### config.mk
export PLATFORM = sky130hd
export DESIGN_NAME = user_format_detect_registers
export DESIGN_NICKNAME = d
export VERILOG_FILES = /design/src/rtl/fmt_pkg.sv /design/src/rtl/hsync_window_counter.sv /design/src/rtl/user_format_detect_registers.sv
export SDC_FILE = /design/constraint.sdc
export NUM_CORES = 1
export LEC_CHECK = 0
export BUFFER_PORTS_ARGS = -buffer_cell sky130_fd_sc_hd__buf_2
export CORE_UTILIZATION = 53
export DETAILED_ROUTE_END_ITERATION = 16
export HOLD_SLACK_MARGIN = 0.05
export PLACE_DENSITY = 0.77
export SLEW_MARGIN = 20
export SYNTH_ARGS = -nofsm -noshare
export SYNTH_HDL_FRONTEND = slang
export SYNTH_SLANG_ARGS = --single-unit
### constraint.sdc
create_clock -name core_clk -period 6.61 [get_ports core_clk]
set_input_delay 1.322 -clock core_clk [delete_from_list [all_inputs] [get_ports core_clk]]
set_output_delay 1.322 -clock core_clk [all_outputs]
set_load 0.01 [all_outputs]
### src/rtl/fmt_pkg.sv
package fmt_pkg;

	// Register offsets
	localparam logic [7:0] ADDR_FRAME3_RESET_HIGH = 8'h47;
	localparam logic [7:0] ADDR_FRAME3_RESET_LOW = 8'h48;
	localparam logic [7:0] ADDR_AUDIO_FRAME_SYNC = 8'h49;
	localparam logic [7:0] ADDR_AUDIO_FRAME_CLOCK = 8'h4a;
	localparam logic [7:0] ADDR_RESERVED_FIRST = 8'h4b;
	localparam logic [7:0] ADDR_RESERVED_LAST = 8'h50;
	localparam logic [7:0] ADDR_USER_COUNT_MAX_HIGH = 8'h51;
	localparam logic [7:0] ADDR_USER_COUNT_MAX_LOW = 8'h52;
	localparam logic [7:0] ADDR_USER_COUNT_MIN_HIGH = 8'h53;
	localparam logic [7:0] ADDR_USER_COUNT_MIN_LOW = 8'h54;
	localparam logic [7:0] ADDR_USER_REF_DIVIDER_HIGH = 8'h55;
	localparam logic [7:0] ADDR_USER_REF_DIVIDER_LOW = 8'h56;
	localparam logic [7:0] ADDR_USER_FB_DIVIDER_HIGH = 8'h57;
	localparam logic [7:0] ADDR_USER_FB_DIVIDER_LOW = 8'h58;
	localparam logic [7:0] ADDR_USER_PUMP_CURRENT = 8'h59;
	localparam logic [7:0] ADDR_USER_LINES_HIGH = 8'h5a;
	localparam logic [7:0] ADDR_USER_LINES_LOW = 8'h5b;
	localparam logic [7:0] ADDR_USER_AUDIO_FRAME = 8'h5c;
	localparam logic [7:0] ADDR_USER_FORMAT_MISC = 8'h5d;
	localparam int CFG_COUNT = 21;

	// Values after reset
	localparam logic [12:0] FRAME3_RESET_COUNT_RESET = 13'h0001;
	localparam logic [7:0] AUDIO_FRAME_SYNC_RESET = 8'h05;
	localparam logic [7:0] AUDIO_FRAME_CLOCK_RESET = 8'h0b;

	// Fields of the misc register
	localparam int MISC_ENABLE_BIT = 7;
	localparam int MISC_INTERLACE_BIT = 4;
	localparam int MISC_RATE_MSB = 3;

	// Format selection code that picks the user format (value arbitrary)
	localparam logic [3:0] USER_FORMAT_CODE = 4'hf;

	// Frame-rate codes
	localparam logic [3:0] RATE_23_98 = 4'h0;
	localparam logic [3:0] RATE_24 = 4'h1;
	localparam logic [3:0] RATE_25 = 4'h2;
	localparam logic [3:0] RATE_29_97 = 4'h3;
	localparam logic [3:0] RATE_30 = 4'h4;
	localparam logic [3:0] RATE_50 = 4'h5;
	localparam logic [3:0] RATE_59_94 = 4'h6;
	localparam logic [3:0] RATE_60 = 4'h7;

	// Measurement window: reference cycles over this many sync periods
	localparam int REF_CLK_MHZ = 27;
	localparam logic [4:0] WINDOW_PERIODS = 5'h14;

	typedef enum logic [2:0] {
		ST_IDLE = 3'b001,
		ST_ARM = 3'b010,
		ST_COUNT = 3'b100
	} window_state_t;

	function automatic logic [7:0] cfg_mask(input logic [7:0] a);
		case (a)
			ADDR_AUDIO_FRAME_CLOCK: cfg_mask = 8'h0f;
			ADDR_USER_REF_DIVIDER_HIGH: cfg_mask = 8'h03;
			ADDR_USER_FB_DIVIDER_HIGH: cfg_mask = 8'h7f;
			ADDR_USER_LINES_HIGH: cfg_mask = 8'h1f;
			ADDR_USER_FORMAT_MISC: cfg_mask = 8'h9f;
			default: cfg_mask = (a >= ADDR_RESERVED_FIRST &&
				a <= ADDR_RESERVED_LAST) ? 8'h00 : 8'hff;
		endcase
	endfunction

	function automatic logic [7:0] cfg_reset(input logic [7:0] a);
		case (a)
			ADDR_AUDIO_FRAME_SYNC: cfg_reset = AUDIO_FRAME_SYNC_RESET;
			ADDR_AUDIO_FRAME_CLOCK: cfg_reset = AUDIO_FRAME_CLOCK_RESET;
			default: cfg_reset = 8'h00;
		endcase
	endfunction

endpackage

### src/rtl/hsync_window_counter.sv
`timescale 1ns/1ps
module hsync_window_counter (
	// Clock and reset
	input wire logic core_clk,
	input wire logic rst,
	// Control and events
	input wire logic enable,
	input wire logic hsync_edge,
	input wire logic ref_tick,
	// Result
	output logic [15:0] count_q,
	output logic saturated_q,
	output logic done_q
);

	fmt_pkg::window_state_t state_q;
	logic [4:0] periods_q;
	logic [15:0] run_q;
	logic sat_run_q;
	logic close;

	assign close = (state_q == fmt_pkg::ST_COUNT) && hsync_edge &&
		(periods_q == fmt_pkg::WINDOW_PERIODS - 5'h01);

	always_ff @(posedge core_clk or posedge rst) begin
		if (rst) begin
			state_q <= fmt_pkg::ST_IDLE;
		end else if (!enable) begin
			state_q <= fmt_pkg::ST_IDLE;
		end else begin
			case (state_q)
				fmt_pkg::ST_IDLE: state_q <= fmt_pkg::ST_ARM;
				fmt_pkg::ST_ARM: begin
					if (hsync_edge) begin
						state_q <= fmt_pkg::ST_COUNT;
					end
				end
				fmt_pkg::ST_COUNT: state_q <= fmt_pkg::ST_COUNT;
				default: state_q <= fmt_pkg::ST_IDLE;
			endcase
		end
	end

	always_ff @(posedge core_clk or posedge rst) begin
		if (rst) begin
			periods_q <= 5'h00;
			run_q <= 16'h0000;
			sat_run_q <= 1'b0;
		end else if (state_q != fmt_pkg::ST_COUNT || close) begin
			// A new window opens on the closing edge itself
			periods_q <= 5'h00;
			run_q <= {15'h0000, ref_tick};
			sat_run_q <= 1'b0;
		end else begin
			if (hsync_edge) begin
				periods_q <= periods_q + 5'h01;
			end
			if (ref_tick) begin
				if (run_q == 16'hffff) begin
					sat_run_q <= 1'b1;
				end else begin
					run_q <= run_q + 16'h0001;
				end
			end
		end
	end

	always_ff @(posedge core_clk or posedge rst) begin
		if (rst) begin
			count_q <= 16'h0000;
			saturated_q <= 1'b0;
			done_q <= 1'b0;
		end else begin
			done_q <= close;
			if (close) begin
				count_q <= run_q;
				saturated_q <= sat_run_q;
			end
		end
	end

	property p_window_close;
		@(posedge core_clk) disable iff (rst)
		(state_q == fmt_pkg::ST_COUNT && hsync_edge && enable &&
			periods_q == 5'h13) |=> done_q ##1 !done_q;
	endproperty
	a_window_close: assert property (p_window_close)
		else $error("window did not close on the twentieth sync edge");

	property p_done_only_at_close;
		@(posedge core_clk) disable iff (rst)
		done_q |-> $past(periods_q) == 5'h13 && $past(hsync_edge);
	endproperty
	a_done_only_at_close: assert property (p_done_only_at_close)
		else $error("window closed at a wrong period count");

	c_window: cover property (@(posedge core_clk) disable iff (rst) done_q);

endmodule

### src/rtl/user_format_detect_registers.sv
`timescale 1ns/1ps
// Behaviour
// - Third frame-reset count loads from selected format; read-only bits.
// - Count 27 MHz reference cycles over exactly twenty sync periods.
// - Sixteen-bit writable maximum count across two byte registers.
// - Sixteen-bit writable minimum count across two byte registers.
// - Misc bit 7 enables user detection; zero disables it.
// - User format selected: lookup gives stored interlace bit.
// - User format needs observed interlace to match stored bit.
// - User format selected: lookup gives stored four-bit frame-rate code.
// - Codes 0..7 mean 23.98,24,25,29.97,30,50,59.94,60 Hz.
module user_format_detect_registers (
	// Clock and reset
	input wire logic core_clk,
	input wire logic rst,
	// Register port
	input wire logic [7:0] reg_addr,
	input wire logic [7:0] reg_wdata,
	input wire logic reg_wr,
	input wire logic reg_rd,
	output logic [7:0] reg_rdata,
	output logic reg_rvalid,
	// Reference timing
	input wire logic hsync_in,
	input wire logic interlace_in,
	input wire logic ref_tick,
	// Format selection
	input wire logic [3:0] input_format,
	input wire logic table_interlaced,
	input wire logic [3:0] table_frame_rate_code,
	input wire logic [12:0] frame3_format_count,
	// Detection and lookup results
	output logic user_format_detected,
	output logic first_lut_interlaced,
	output logic [3:0] input_frame_rate_code,
	output logic frame_rate_code_valid,
	// User format settings
	output logic user_detect_enable,
	output logic [9:0] user_ref_divider,
	output logic [14:0] user_fb_divider,
	output logic [7:0] user_pump_current,
	output logic [12:0] user_lines_per_frame,
	output logic [7:0] user_audio_frame_setting,
	output logic [7:0] audio_frame_sync_setting,
	output logic [3:0] audio_frame_clock_setting
);

	logic [7:0] cfg_q [fmt_pkg::CFG_COUNT];
	logic [12:0] frame3_count_q;
	logic [7:0] rdata_q;
	logic [7:0] rdata_d;
	logic rvalid_q;
	logic hs_meta_q;
	logic hs_sync_q;
	logic hs_prev_q;
	logic il_meta_q;
	logic il_sync_q;
	logic hsync_edge;
	logic [15:0] count_max;
	logic [15:0] count_min;
	logic [15:0] win_count;
	logic win_sat;
	logic win_done;
	logic in_range;
	logic detected_q;
	logic lut_interlaced_q;
	logic [3:0] lut_rate_q;
	logic rate_valid_q;

	function automatic int ix(input logic [7:0] a);
		return int'(a - fmt_pkg::ADDR_AUDIO_FRAME_SYNC);
	endfunction

	// Writable bank, reserved bits masked to zero
	for (genvar g = 0; g < fmt_pkg::CFG_COUNT; g++) begin : g_cfg
		localparam logic [7:0] A = fmt_pkg::ADDR_AUDIO_FRAME_SYNC + 8'(g);
		always_ff @(posedge core_clk or posedge rst) begin
			if (rst) begin
				cfg_q[g] <= fmt_pkg::cfg_reset(A);
			end else if (reg_wr && reg_addr == A) begin
				cfg_q[g] <= reg_wdata & fmt_pkg::cfg_mask(A);
			end
		end
	end

	assign count_max = {cfg_q[ix(fmt_pkg::ADDR_USER_COUNT_MAX_HIGH)],
		cfg_q[ix(fmt_pkg::ADDR_USER_COUNT_MAX_LOW)]};
	assign count_min = {cfg_q[ix(fmt_pkg::ADDR_USER_COUNT_MIN_HIGH)],
		cfg_q[ix(fmt_pkg::ADDR_USER_COUNT_MIN_LOW)]};

	assign user_detect_enable =
		cfg_q[ix(fmt_pkg::ADDR_USER_FORMAT_MISC)][fmt_pkg::MISC_ENABLE_BIT];
	assign user_ref_divider = {
		cfg_q[ix(fmt_pkg::ADDR_USER_REF_DIVIDER_HIGH)][1:0],
		cfg_q[ix(fmt_pkg::ADDR_USER_REF_DIVIDER_LOW)]};
	assign user_fb_divider = {
		cfg_q[ix(fmt_pkg::ADDR_USER_FB_DIVIDER_HIGH)][6:0],
		cfg_q[ix(fmt_pkg::ADDR_USER_FB_DIVIDER_LOW)]};
	assign user_pump_current = cfg_q[ix(fmt_pkg::ADDR_USER_PUMP_CURRENT)];
	assign user_lines_per_frame = {
		cfg_q[ix(fmt_pkg::ADDR_USER_LINES_HIGH)][4:0],
		cfg_q[ix(fmt_pkg::ADDR_USER_LINES_LOW)]};
	assign user_audio_frame_setting =
		cfg_q[ix(fmt_pkg::ADDR_USER_AUDIO_FRAME)];
	assign audio_frame_sync_setting =
		cfg_q[ix(fmt_pkg::ADDR_AUDIO_FRAME_SYNC)];
	assign audio_frame_clock_setting =
		cfg_q[ix(fmt_pkg::ADDR_AUDIO_FRAME_CLOCK)][3:0];

	// count follows the selected format, never the register port
	always_ff @(posedge core_clk or posedge rst) begin
		if (rst) begin
			frame3_count_q <= fmt_pkg::FRAME3_RESET_COUNT_RESET;
		end else begin
			frame3_count_q <= frame3_format_count;
		end
	end

	// Read data; reserved and unmapped offsets read zero
	always_comb begin
		rdata_d = 8'h00;
		if (reg_addr == fmt_pkg::ADDR_FRAME3_RESET_HIGH) begin
			rdata_d = {3'h0, frame3_count_q[12:8]};
		end else if (reg_addr == fmt_pkg::ADDR_FRAME3_RESET_LOW) begin
			rdata_d = frame3_count_q[7:0];
		end else if (reg_addr >= fmt_pkg::ADDR_AUDIO_FRAME_SYNC &&
			reg_addr <= fmt_pkg::ADDR_USER_FORMAT_MISC) begin
			rdata_d = cfg_q[5'(reg_addr - fmt_pkg::ADDR_AUDIO_FRAME_SYNC)];
		end
	end

	always_ff @(posedge core_clk or posedge rst) begin
		if (rst) begin
			rdata_q <= 8'h00;
			rvalid_q <= 1'b0;
		end else begin
			rvalid_q <= reg_rd;
			if (reg_rd) begin
				rdata_q <= rdata_d;
			end
		end
	end

	assign reg_rdata = rdata_q;
	assign reg_rvalid = rvalid_q;

	// Pin synchronisers
	always_ff @(posedge core_clk or posedge rst) begin
		if (rst) begin
			hs_meta_q <= 1'b0;
			hs_sync_q <= 1'b0;
			hs_prev_q <= 1'b0;
			il_meta_q <= 1'b0;
			il_sync_q <= 1'b0;
		end else begin
			hs_meta_q <= hsync_in;
			hs_sync_q <= hs_meta_q;
			hs_prev_q <= hs_sync_q;
			il_meta_q <= interlace_in;
			il_sync_q <= il_meta_q;
		end
	end

	assign hsync_edge = hs_sync_q && !hs_prev_q;

	hsync_window_counter u_window (
		.core_clk(core_clk),
		.rst(rst),
		.enable(user_detect_enable),
		.hsync_edge(hsync_edge),
		.ref_tick(ref_tick),
		.count_q(win_count),
		.saturated_q(win_sat),
		.done_q(win_done)
	);

	assign in_range = !win_sat && win_count >= count_min &&
		win_count <= count_max;

	always_ff @(posedge core_clk or posedge rst) begin
		if (rst) begin
			detected_q <= 1'b0;
		end else if (!user_detect_enable) begin
			detected_q <= 1'b0;
		end else if (win_done) begin
			detected_q <= in_range && (il_sync_q ==
				cfg_q[ix(fmt_pkg::ADDR_USER_FORMAT_MISC)]
				[fmt_pkg::MISC_INTERLACE_BIT]);
		end
	end

	assign user_format_detected = detected_q;

	always_ff @(posedge core_clk or posedge rst) begin
		if (rst) begin
			lut_interlaced_q <= 1'b0;
		end else if (input_format == fmt_pkg::USER_FORMAT_CODE) begin
			lut_interlaced_q <= cfg_q[ix(fmt_pkg::ADDR_USER_FORMAT_MISC)]
				[fmt_pkg::MISC_INTERLACE_BIT];
		end else begin
			lut_interlaced_q <= table_interlaced;
		end
	end

	always_ff @(posedge core_clk or posedge rst) begin
		if (rst) begin
			lut_rate_q <= fmt_pkg::RATE_23_98;
			rate_valid_q <= 1'b1;
		end else if (input_format == fmt_pkg::USER_FORMAT_CODE) begin
			lut_rate_q <= cfg_q[ix(fmt_pkg::ADDR_USER_FORMAT_MISC)]
				[fmt_pkg::MISC_RATE_MSB:0];
			// only codes up to 60 Hz are defined
			rate_valid_q <= cfg_q[ix(fmt_pkg::ADDR_USER_FORMAT_MISC)]
				[fmt_pkg::MISC_RATE_MSB:0] <= fmt_pkg::RATE_60;
		end else begin
			lut_rate_q <= table_frame_rate_code;
			rate_valid_q <= table_frame_rate_code <= fmt_pkg::RATE_60;
		end
	end

	assign first_lut_interlaced = lut_interlaced_q;
	assign input_frame_rate_code = lut_rate_q;
	assign frame_rate_code_valid = rate_valid_q;

	property p_frame3_read;
		@(posedge core_clk) disable iff (rst)
		(reg_rd && reg_addr == fmt_pkg::ADDR_FRAME3_RESET_LOW) |=>
			reg_rvalid && reg_rdata == $past(frame3_count_q[7:0]);
	endproperty
	a_frame3_read: assert property (p_frame3_read)
		else $error("frame reset count read mismatch");

	property p_frame3_readonly;
		@(posedge core_clk) disable iff (rst)
		(reg_wr && reg_addr == fmt_pkg::ADDR_FRAME3_RESET_LOW) |=>
			frame3_count_q == $past(frame3_format_count);
	endproperty
	a_frame3_readonly: assert property (p_frame3_readonly)
		else $error("frame reset count took a register write");

	property p_above_max;
		@(posedge core_clk) disable iff (rst)
		(win_done && win_count > count_max) |=> !user_format_detected;
	endproperty
	a_above_max: assert property (p_above_max)
		else $error("detected with count above maximum");

	property p_below_min;
		@(posedge core_clk) disable iff (rst)
		(win_done && win_count < count_min) |=> !user_format_detected;
	endproperty
	a_below_min: assert property (p_below_min)
		else $error("detected with count below minimum");

	property p_disabled;
		@(posedge core_clk) disable iff (rst)
		!user_detect_enable |=> !user_format_detected;
	endproperty
	a_disabled: assert property (p_disabled)
		else $error("detected while user mode disabled");

	property p_lut_interlace;
		@(posedge core_clk) disable iff (rst)
		(input_format == fmt_pkg::USER_FORMAT_CODE) |=>
			first_lut_interlaced == $past(cfg_q[ix(
			fmt_pkg::ADDR_USER_FORMAT_MISC)][fmt_pkg::MISC_INTERLACE_BIT]);
	endproperty
	a_lut_interlace: assert property (p_lut_interlace)
		else $error("lookup interlace not the user bit");

	property p_interlace_mismatch;
		@(posedge core_clk) disable iff (rst)
		(win_done && il_sync_q != cfg_q[ix(fmt_pkg::ADDR_USER_FORMAT_MISC)]
			[fmt_pkg::MISC_INTERLACE_BIT]) |=> !user_format_detected;
	endproperty
	a_interlace_mismatch: assert property (p_interlace_mismatch)
		else $error("detected with interlace mismatch");

	property p_lut_rate;
		@(posedge core_clk) disable iff (rst)
		(input_format == fmt_pkg::USER_FORMAT_CODE) |=>
			input_frame_rate_code == $past(cfg_q[ix(
			fmt_pkg::ADDR_USER_FORMAT_MISC)][fmt_pkg::MISC_RATE_MSB:0]);
	endproperty
	a_lut_rate: assert property (p_lut_rate)
		else $error("lookup rate code not the user code");

	property p_rate_valid;
		@(posedge core_clk) disable iff (rst)
		frame_rate_code_valid == (input_frame_rate_code <= 4'h7);
	endproperty
	a_rate_valid: assert property (p_rate_valid)
		else $error("rate code validity wrong");

	property p_detect;
		@(posedge core_clk) disable iff (rst)
		(win_done && user_detect_enable && in_range &&
			il_sync_q == cfg_q[ix(fmt_pkg::ADDR_USER_FORMAT_MISC)]
			[fmt_pkg::MISC_INTERLACE_BIT]) |=>
			user_format_detected ##1 (user_format_detected ||
			!$past(user_detect_enable) || $past(win_done));
	endproperty
	a_detect: assert property (p_detect)
		else $error("user format not detected inside window");

	property p_detect_hold;
		@(posedge core_clk) disable iff (rst)
		(!win_done && user_detect_enable) |=>
			$stable(user_format_detected);
	endproperty
	a_detect_hold: assert property (p_detect_hold)
		else $error("detection changed between window closes");

	property p_rvalid_pulse;
		@(posedge core_clk) disable iff (rst)
		reg_rvalid == $past(reg_rd);
	endproperty
	a_rvalid_pulse: assert property (p_rvalid_pulse)
		else $error("read valid not one cycle after read strobe");

	property p_reserved_write;
		@(posedge core_clk) disable iff (rst)
		(reg_wr && reg_addr == fmt_pkg::ADDR_AUDIO_FRAME_CLOCK) |=>
			cfg_q[ix(fmt_pkg::ADDR_AUDIO_FRAME_CLOCK)][7:4] == 4'h0;
	endproperty
	a_reserved_write: assert property (p_reserved_write)
		else $error("reserved bits took a write");

	c_detected: cover property (@(posedge core_clk) disable iff (rst)
		$rose(user_format_detected));
	c_user_lut: cover property (@(posedge core_clk) disable iff (rst)
		input_format == fmt_pkg::USER_FORMAT_CODE);
	c_read_misc: cover property (@(posedge core_clk) disable iff (rst)
		reg_rd && reg_addr == fmt_pkg::ADDR_USER_FORMAT_MISC);

endmodule

# Word-level counts from Yosys, hierarchy flattened
# Cells that the tools add are included.
# Widths: inputs -> output; s select.
# classes
n_bitwise	1
n_lt_le_gt_ge	7
mux	22
reduce_logical	30
add_sub_neg	3
eq_ne	28
# ops
operator	count
$eq 8x7->1 const B	17
$mux 16	3
$bmux 8 s5	1
$mux 8	5
$logic_and 1x1->1	22
$add 16x1->16 const B	1
$eq 16x16->1 const B	1
$ge 16x16->1	1
$le 16x16->1	1
$mux 5	2
$pmux 3 s3	1
$ge 8x7->1 const B	1
$le 4x3->1 const B	2
$le 8x7->1 const B	1
$mux 1	7
$ge 6x6->1 const B	1
$mux 3	2
$not 5->6	1
$reduce_bool 2->1	3
$add 5x1->5 const B	1
$eq 5x5->1 const B	1
$sub 5x4->5 const B	1
$eq 4x4->1 const B	1
$mux 4	1
10 further kinds	13
# word_totals
word_cells	125
register_bits	181
input_bits	45
output_inout_bits	83

# Longest topological paths before layout
# Gate-level depths: netlist of run 1.
# logic_depth
ltp_word	8
depth_mapped	12
ltp_nobuf	8

# Hierarchy
# Synthesis of run 1 repeated with hierarchy kept, for this count alone.
# hier_totals
hier_cells	830
area_unflattened_um2	9746.8
# modules_own_cells
mod	area_each_um2	instances	cells_per_inst
user_format_detect_registers	7688.6	1	651
hsync_window_counter	2058.2	1	179

# Least setup slack after synthesis of run 1
# Ideal clock, no wire load.
# synth_timing
kind	input to register
from	in reg_addr[0]
to	reg rdata_q[2] (netlist: reg_rdata[2])
path_slack_ps	3024
arrival_time_ps	3460
cell_stages	11
required_time_ps	6485
path_cell_list	buf_6 -> buf_4 -> clkinv_1 -> ha_1 -> buf_2 -> buf_4 -> mux2_2 -> a221oi_1 -> o22ai_1 -> a21oi_1 -> o21ai_1
# synth_via
elab_chain_len	8
# synth_rtl
item	line	source
start: declaration	user_format_detect_registers.sv:17	input wire logic [7:0] reg_addr,
$sub 5x4->5	user_format_detect_registers.sv:128	rdata_d = cfg_q[5'(reg_addr - fmt_pkg::ADDR_AUDIO_FRAME_SYNC)];
$not 5->6 (implied by the code)	user_format_detect_registers.sv:128	
$bmux 8 s5	user_format_detect_registers.sv:128	
$mux 8 (implied by the code) (2 in series)	user_format_detect_registers.sv:128	
$mux 8	user_format_detect_registers.sv:126	end else if (reg_addr >= fmt_pkg::ADDR_AUDIO_FRAME_SYNC &&
$mux 8	user_format_detect_registers.sv:124	end else if (reg_addr == fmt_pkg::ADDR_FRAME3_RESET_LOW) begin
$mux 8 (*)	user_format_detect_registers.sv:122	if (reg_addr == fmt_pkg::ADDR_FRAME3_RESET_HIGH) begin
end signal: assignment	user_format_detect_registers.sv:139	rdata_q <= rdata_d;
end: declaration	user_format_detect_registers.sv:50	logic [7:0] rdata_q;
# Mark *: on every way between the ends. The rest lies on a longest branch, timed or not. The select of a mux whose other input is x is not followed.
# A chain may end at the register's enable or synchronous reset.

# Final worst setup path of run 1
# layout_timing
from	in reg_addr[0]
to	reg rdata_q[7] (netlist: reg_rdata[7])
# The elaborated chain is that of the path after synthesis.

==> impl_metrics.toml, run 1 <==
[route]
routed_wirelength_microns = 22900
wl_per_cell_microns = 20.3
postRouteAntennaNets = 0
vias = 6683
drc = 0
routed_via_density = 5.92
drt_iter0_drc = 502
firstDrtPassIters = 5

[logic_synthesis]
synth.top_cell.area_share_pct = 44.5
synthDistinctLibCells = 75
syn_inst = 836
synth_top_area_cell = "dfrtp_1"
synth-seq-cells = 181
yosys_warnings = 0
synth_fp_nets = 920
syn_area_sq_mm = 0.00972
synthArstFlopShare_pct = 100
synthFlopType = "dfrtp_1"
ys_seq_area_share_pct = 46.7
post_synth_main_area_contributors = "dfrtp_1 (45%), mux2_2 (14%), buf_4 (5.3%)"
synth_edf_count = 0
syn_avg_cell_area_sq_um = 11.6

[global_route]
first_global_vias = 6605
grt-ovfl-total = 0
grt_start_max_net_pins = 71
grt_util_all_layers_pct = 25.5
grt_pass1_wl_microns = 35900
antenna_found_initial = 0

[timing]
max_freq_mhz = 215
setup_viol = 0
tns_ns = 0
slew-limit-headroom_pct = 34.6
slew_violations = 0
min_period_over_period_pct = 70.2
fin_crit_ns = 4.64
hold_viol = 0
finClkSkew_ns = 0.00604
worst_pin_slew_ns = 0.981
rsz0062_at_grt = "no"

[clock_network]
cts_tree = "yes"
cts.path.max_buffers = 2
cts_buffers = 17
clk_pin_slew_ns = 0.07
cts_resized = 0
insertion_delay_ns = 0.43
root_buffer = "clkbuf_16"
cts_setup_buffers = 0
holdBufCountCts = 0
cts_sinks = 181
htreeDepth = 4

[floorplan]
core_area_sq_mm = 0.0180
start_util_pct = 54.1
die-width_microns = 137
io_pins = 128
fp.dieArea_sq_mm = 0.0189
rows = 49
die_h_microns = 137

[run_status]
status = "complete, no violations"

[placement]
place_congestion = 0.922
dp.final_hpwl_microns = 16600
numPortBuffers = 127
place_inst = 1097

[layout]
fin_nets = 971
register_area_sq_mm = 0.00454
fillerInstances = 1476
multi_input_area_sq_mm = 0.00435
area_growth_syn_to_layout_pct = 8.88
layout-drive-gt1-share_pct = 37.4
stdcell_count = 1128
antenna_cells = 0

[min_path]
hold_end = "hs_sync_q$_DFF_PP0_"
hold_path.startpoint = "hs_meta_q$_DFF_PP0_"
holdPathStages = 0
hold_path_class = "reg -> reg"

[power]
p_leak_nw = 5.13
ir_drop_uv = 221
power_density_mw_per_mm2 = 236
p_total_mw = 2.50

[worst_setup_path]
cp-start-kind = "input port"
required_ns = 6.91
cp-end-kind = "flip-flop"
r2r_slack_ns = 4.38
crit-reg2reg-launch = "hs_sync_q$_DFF_PP0_"
worst_ep_arrival_time_ns = 4.94
timing.rr.end = "u_window.run_q[14]$_DFFE_PP0P_"
rr_worst_depth = 5
crit_fanout = 37
worstSetupPathType = "in -> reg"

[run]
drv_cap = 0
-- Yosys cell counts (5+ instances only) --
master      n
and4_1      5
o211ai_1    5
nor2b_1     6
and3_1     11
nand2_1    42
mux2_2    122
buf_4      69
nor2_2      8
nand3_1    12
nand4_1    19
dfstp_2     8
clkbuf_1   13
ha_1       39
nor2_1     42
nor3_1      8
buf_2       8
dfrtp_1   173
buf_6       6
mux4_2     12
nor3b_1     6
inv_1      40
xor2_1     15
a31oi_1     7
o21ai_0    28
mux2i_1    11
a21oi_1    32
-- worst max path at each step --
stage	from	cells past startpoint	end	slack, ns
2_1_floorplan	rst	1	audio_frame_clock_setting[2]$_DFFE_PP0P_	0.39
3_3_place_gp	reg_addr[0]	10	reg_rdata[7]$_DFFE_PP0P_	1.76
3_5_place_dp	reg_addr[0]	10	reg_rdata[7]$_DFFE_PP0P_	1.58
4_1_cts	reg_addr[0]	10	reg_rdata[7]$_DFFE_PP0P_	2.00
5_1_grt	reg_addr[0]	10	reg_rdata[7]$_DFFE_PP0P_	1.66
6_report	reg_addr[0]	10	reg_rdata[7]$_DFFE_PP0P_	1.97
-- layout by cell type, fill, tap and decap left out, types with 12 or more instances in the layout --
cell / n
o21ai_0: 28
buf_2: 127
nor2_1: 42
ha_1: 39
clkbuf_16: 17
xor2_1: 15
nand3_1: 12
mux2_2: 122
nand4_1: 19
mux4_2: 12
nand2_1: 42
inv_1: 39
a21oi_1: 32
dfrtp_1: 173
-- worst max-delay path, stage by stage --
cell      delay (ns)
buf_2           0.73
clkinv_1        0.55
ha_1            0.98
buf_4           0.39
mux2i_1         0.22
nor3_1          0.06
a21oi_1         0.16
nor3_1          0.06
o31ai_1         0.31
a31oi_1         0.12
-- cells by family (layout without fill, tap and decap cells) --
kind of cell / after synthesis / after routing / share of synthesized area [%]
AO/OA/AOI/OAI: 118 / 118 / 7.81
XOR/XNOR: 22 / 22 / 2.45
adder cells (fa/ha/maj): 39 / 39 / 5.02
buffers and inverters: 139 / 202 / 8.62
flip-flops: 181 / 181 / 46.7
multiplexers: 146 / 146 / 18.3
AND/OR/NAND/NOR: 191 / 191 / 11.1
-- sequential cells by signal, summed over array words and instances (netlist names), 3 cells and up --
name                       count
audio_frame_clock_setting      4
audio_frame_sync_setting       8
user_audio_frame_setting       8
u_window.state_q               3
u_window.count_q              16
user_ref_divider              10
u_window.run_q                16
user_fb_divider               15
reg_rdata                      8
user_pump_current              8
u_window.periods_q             5
frame3_count_q                13
input_frame_rate_code          4
cfg_q                         37
user_lines_per_frame          13
-- layout make-up --
cell class | count | share of cell area (%)
Clock inverter | 14 | 1.63
Inverter | 41 | 1.50
Sequential cell | 181 | 42.9
Tap cell | 229 | 2.71
Timing Repair Buffer | 130 | 6.22
Multi-Input combinational cell | 516 | 41.0
Clock buffer | 17 | 4.02
-- report_power, final --
part           internal [mW]  switching (mW)
clock                  0.597           0.443
combinational          0.108           0.159
sequential              1.15          0.0379
total                   1.86           0.640
-- layer usage --
| metal | vias to the layer above | routed length [microns] | share of wire [%] | GRT usage, % |
|---|---|---|---|---|
| met2 | 269 | 10700 | 47 | 39.8 |
| met4 | 0 | 836 | 3.7 | 12.5 |
| li1 | 3023 | - | - | - |
| met3 | 57 | 1610 | 7.1 | 6.00 |
| met5 | - | 0 | 0 | 0 |
| met1 | 3334 | 9710 | 42 | 33.5 |
-- per-stage QoR --
| step | setup WS, ns | area (sq um) | hold WS, ns | utilization [%] |
|---|---|---|---|---|
| 3_3_place_gp | 1.76 | 9990 | 0.335 | 55.6 |
| 2_1_floorplan | 0.386 | 9720 | 0.331 | - |
| 3_5_place_dp | 1.58 | 9990 | 0.338 | 55.6 |
| 4_1_cts | 2.00 | 10600 | 0.353 | 58.9 |
| 5_1_grt | 1.66 | 10600 | 0.366 | 58.9 |
| 6_report | 1.97 | 10600 | 0.349 | 58.9 |
No activity file was read; power rests on OpenSTA's default activity.
==> run 2: changes to the inputs <==
==> constraint.sdc (replaced) <==
create_clock -name core_clk -period 4 [get_ports core_clk]
set_input_delay 0.8 -clock core_clk [delete_from_list [all_inputs] [get_ports core_clk]]
set_output_delay 0.8 -clock core_clk [all_outputs]
set_load 0.01 [all_outputs]
==> impl_metrics.toml, run 2 (synthesis gave the netlist of run 1 again) <==
[global_route]
grt_start_max_net_pins = 81
antenna_found_initial = 0
first_global_vias = 6543
grt-ovfl-total = 0
grt_pass1_wl_microns = 35900
grt_util_all_layers_pct = 25.6

[worst_setup_path]
required_ns = 4.36
rr_worst_depth = 5
cp-start-kind = "input port"
cp-end-kind = "flip-flop"
crit_fanout = 18
worstSetupPathType = "in -> reg"
worst_ep_arrival_time_ns = 3.19

[floorplan]
start_util_pct = 54.1
core_area_sq_mm = 0.0180
die_h_microns = 137
rows = 49
die-width_microns = 137
fp.dieArea_sq_mm = 0.0189
io_pins = 128

[layout]
layout-drive-gt1-share_pct = 37.5
largest_reg_flops = 37
largestRegisters = "cfg_q: 37 flops, u_window.count_q: 16 flops, u_window.run_q: 16 flops"
antenna_cells = 0
layout_commonest_cell = "dfrtp_1"
largest_register = "cfg_q"
final_cell_mix = "dfrtp_1 (173), buf_2 (127), mux2_2 (122)"
fin_nets = 974
area_growth_syn_to_layout_pct = 9.25

[power]
p_leak_nw = 5.14
ir_drop_uv = 299
p_total_mw = 4.10
power_density_mw_per_mm2 = 386

[clock_network]
cts_resized = 0
cts.path.max_buffers = 2
cts_sinks = 181
holdBufCountCts = 0
cts_tree = "yes"
cts_setup_buffers = 0
cts_buffers = 17
root_buffer = "clkbuf_16"
clk_pin_slew_ns = 0.07
htreeDepth = 4
insertion_delay_ns = 0.44

[timing]
setup_viol = 0
hold_viol = 0
fin_crit_ns = 2.83
tns_ns = 0
slew_violations = 0
max_freq_mhz = 353
finClkSkew_ns = 0.00720
slew-limit-headroom_pct = 39.0
rsz0062_at_grt = "no"
worst_pin_slew_ns = 0.913
min_period_over_period_pct = 70.8

[route]
postRouteAntennaNets = 0
wl_per_cell_microns = 20.1
drc = 0
routed_wirelength_microns = 22700
vias = 6603
routed_via_density = 5.83
firstDrtPassIters = 5
drt_iter0_drc = 382

[min_path]
hold_path_class = "reg -> reg"
holdPathStages = 0

[placement]
place_congestion = 0.995
dp.final_hpwl_microns = 16700
numPortBuffers = 127

[run_status]
status = "complete, no violations"

[run]
drv_cap = 0
-- run 2: report_power, final --
group / internal [mW] / switching [mW]
combinational: 0.183 / 0.265
sequential: 1.91 / 0.0594
clock: 0.944 / 0.736
total: 3.04 / 1.06
-- run 2: layout make-up --
cell class                      instances  area, sq um
Clock inverter                         13          145
Inverter                               41          158
Timing Repair Buffer                  133          706
Sequential cell                       181         4540
Clock buffer                           19          443
Multi-Input combinational cell        516         4350
Fill cell                            1488         7340
Tap cell                              229          287
-- run 2: layer usage --
metal / vias up / wire (microns) / global-route usage [%]
met5: - / 0 / 0
met3: 40 / 1170 / 5.45
met2: 192 / 11200 / 42.7
li1: 3040 / - / -
met4: 0 / 510 / 7.69
met1: 3331 / 9860 / 33.3
-- run 2: metrics by stage --
stage	hold slack (ns)	cells	cell area [sq um]	setup WS, ns	utilization, %
final	0.354	1132	10600	1.17	59.1
after global routing	0.367	1132	10600	1.03	59.1
after CTS	0.360	1132	10600	1.22	59.1
after global placement	0.334	1100	10000	0.814	55.9
after floorplan	0.331	836	9730	0.884	-
after detailed placement	0.345	1100	10000	0.757	55.9
-- run 2: path summary, 6_finish.rpt --
check                      slack, ns                         endpoint           startpoint
min                             0.35              hs_sync_q$_DFF_PP0_  hs_meta_q$_DFF_PP0_
max reg2reg                     1.80    u_window.run_q[8]$_DFFE_PP0P_  hs_sync_q$_DFF_PP0_
max in group asynchronous       2.55  frame_rate_code_valid$_DFF_PP1_                  rst
min in group asynchronous       0.54  u_window.count_q[1]$_DFFE_PP0P_                  rst
min reg2reg                     0.35              hs_sync_q$_DFF_PP0_  hs_meta_q$_DFF_PP0_
max                             1.17         reg_rdata[6]$_DFFE_PP0P_          reg_addr[0]
-- run 2: critical path: stages --
cell,delay [ns]
buf_2,0.09
clkinv_1,0.30
ha_1,0.51
xnor2_2,0.67
and3_1,0.33
nand2_1,0.07
a21oi_1,0.12
o21ai_1,0.09
a31oi_1,0.19
==> run 3: changes to the inputs <==
==> constraint.sdc (replaced) <==
create_clock -name core_clk -period 2.5 [get_ports core_clk]
set_input_delay 0.5 -clock core_clk [delete_from_list [all_inputs] [get_ports core_clk]]
set_output_delay 0.5 -clock core_clk [all_outputs]
set_load 0.01 [all_outputs]
==> impl_metrics.toml, run 3 (synthesis gave the netlist of run 1 again) <==
[worst_setup_path]
worst_ep_arrival_time_ns = 2.50
critPathMaxStageDelay_ns = 0.52
required_ns = 2.81
cp-end-kind = "flip-flop"
crit_slowest_cell = "mux4_2"
worstSetupPathType = "in -> reg"
crit_family = "buffers and inverters"
worst-path-buf-inv = 4
crit_chain = "buf_2 -> clkinv_4 -> ha_1 -> buf_12 -> mux4_2 -> nand2_1 -> o21ai_0 -> buf_4 -> a31oi_1 -> o211ai_2"
crit_fanout = 16
cp-start-kind = "input port"

[global_route]
grt_util_all_layers_pct = 26.0
grt_start_max_net_pins = 49
grt-ovfl-total = 0
antenna_found_initial = 0
grt_busiest_layer = "met2"
use_met2_pct = 43.4
grt_pass1_wl_microns = 36300
first_global_vias = 6640
use_met1_pct = 33.4
use_met3_pct = 5.22

[timing]
slew_violations = 0
hold_viol = 0
slew-limit-headroom_pct = 52.6
worst_pin_slew_ns = 0.709
finClkSkew_ns = 0.00917
rsz0062_at_grt = "no"
setup_viol = 0
min_period_over_period_pct = 87.5
max_freq_mhz = 457
fin_crit_ns = 2.19

[layout]
layout-drive-gt1-share_pct = 40.0
layout_commonest_cell = "dfrtp_1"
largest_reg_flops = 37
fin_nets = 1013
largestRegisters = "cfg_q: 37 flops, u_window.count_q: 16 flops, u_window.run_q: 16 flops"
antenna_cells = 0
largest_register = "cfg_q"
area_growth_syn_to_layout_pct = 13.3
stdcell_count = 1171
final_cell_mix = "dfrtp_1 (173), buf_2 (127), mux2_2 (122)"

[placement]
numPortBuffers = 127
place_congestion = 1.00
place_inst = 1139
dp.final_hpwl_microns = 17300

[route]
drt_iter0_drc = 390
vias = 6856
firstDrtPassIters = 5
postRouteAntennaNets = 0
drc = 0
wl_per_cell_microns = 20.2
routed_via_density = 5.85
routed_wirelength_microns = 23700

[floorplan]
die_h_microns = 137
fp.dieArea_sq_mm = 0.0189
die-width_microns = 137
start_util_pct = 54.1
io_pins = 128
rows = 49
core_area_sq_mm = 0.0180

[clock_network]
cts_sinks = 181
cts_setup_buffers = 0
clk_pin_slew_ns = 0.07
holdBufCountCts = 0
cts_tree = "yes"
cts.path.max_buffers = 2
insertion_delay_ns = 0.44
cts_resized = 0
cts_buffers = 17
htreeDepth = 4
root_buffer = "clkbuf_16"

[power]
ir_drop_uv = 468
p_leak_nw = 5.37
p_total_mw = 6.80
power_density_mw_per_mm2 = 617

[run]
drv_cap = 0

[run_status]
status = "complete, no violations"

[min_path]
hold_path_class = "in -> reg"
-- run 3: changes by cell type in the layout (fill, tap and decap cells not counted), sizes merged --
cell,delta
inv,-1
clkinv,-2
bufinv,+2
buf,+39
clkbuf,+2
clkinvlp,-1
-- run 3: routing by layer --
metal,vias up,routed length (microns)
met2,283,11600
met1,3418,10000
met4,0,560
met3,41,1460
li1,3114,-
met5,-,0
-- run 3: cell type report --
class	instances	area (sq um)
Fill cell	1416	6940
Tap cell	229	287
Clock buffer	21	450
Sequential cell	181	4540
Multi-Input combinational cell	516	4350
Timing Repair Buffer	172	1060
Inverter	41	163
Clock inverter	11	175
-- run 3: worst register-to-register path: cells and delay by family, from the launching register on --
family                     cells  cell delay [ns]
AOI/OAI and AO/OA              6             1.21
buffers and inverters          1             0.07
DFF                            1             0.38
adders and majority gates      1             0.30
-- run 3: per-stage QoR --
stage / hold WS [ns] / setup WS (ns) / TNS [ns] / util (%) / area [sq um]
after floorplan: 0.331 / -0.316 / -54.68 / - / 9740
after global placement: 0.335 / -0.0370 / -0.0370 / 57.9 / 10400
after detailed placement: 0.337 / -0.0769 / -0.121 / 57.9 / 10400
after CTS: 0.154 / 0.352 / 0 / 61.3 / 11000
after global routing: 0.151 / 0.229 / 0 / 61.3 / 11000
final: 0.160 / 0.312 / 0 / 61.3 / 11000
-- run 3: path summary, 6_finish.rpt --
path                                              from                          endpoint  slack (ns)  cells past startpoint
worst max-delay path                       reg_addr[0]          reg_rdata[1]$_DFFE_PP0P_        0.31                     10
worst min-delay path            frame3_format_count[0]       frame3_count_q[0]$_DFF_PP1_        0.16                      1
worst max register to register   cfg_q[75]$_DFFE_PP0P_  user_format_detected$_DFFE_PP0P_        0.43                      8
worst min register to register     hs_meta_q$_DFF_PP0_               hs_sync_q$_DFF_PP0_        0.35                      0
max in group asynchronous                          rst   u_window.state_q[0]$_DFFE_PP1P_        1.60                      3
min in group asynchronous                          rst            cfg_q[100]$_DFFE_PP0P_        0.18                      2
-- run 3: report_power, final --
| part | switching [mW] | leakage, nW | internal (mW) |
|---|---|---|---|
| Combinational | 0.443 | 2.70 | 0.346 |
| Clock | 1.15 | 0.299 | 1.71 |
| Sequential | 0.0983 | 2.38 | 3.05 |
| Total | 1.70 | 5.37 | 5.11 |
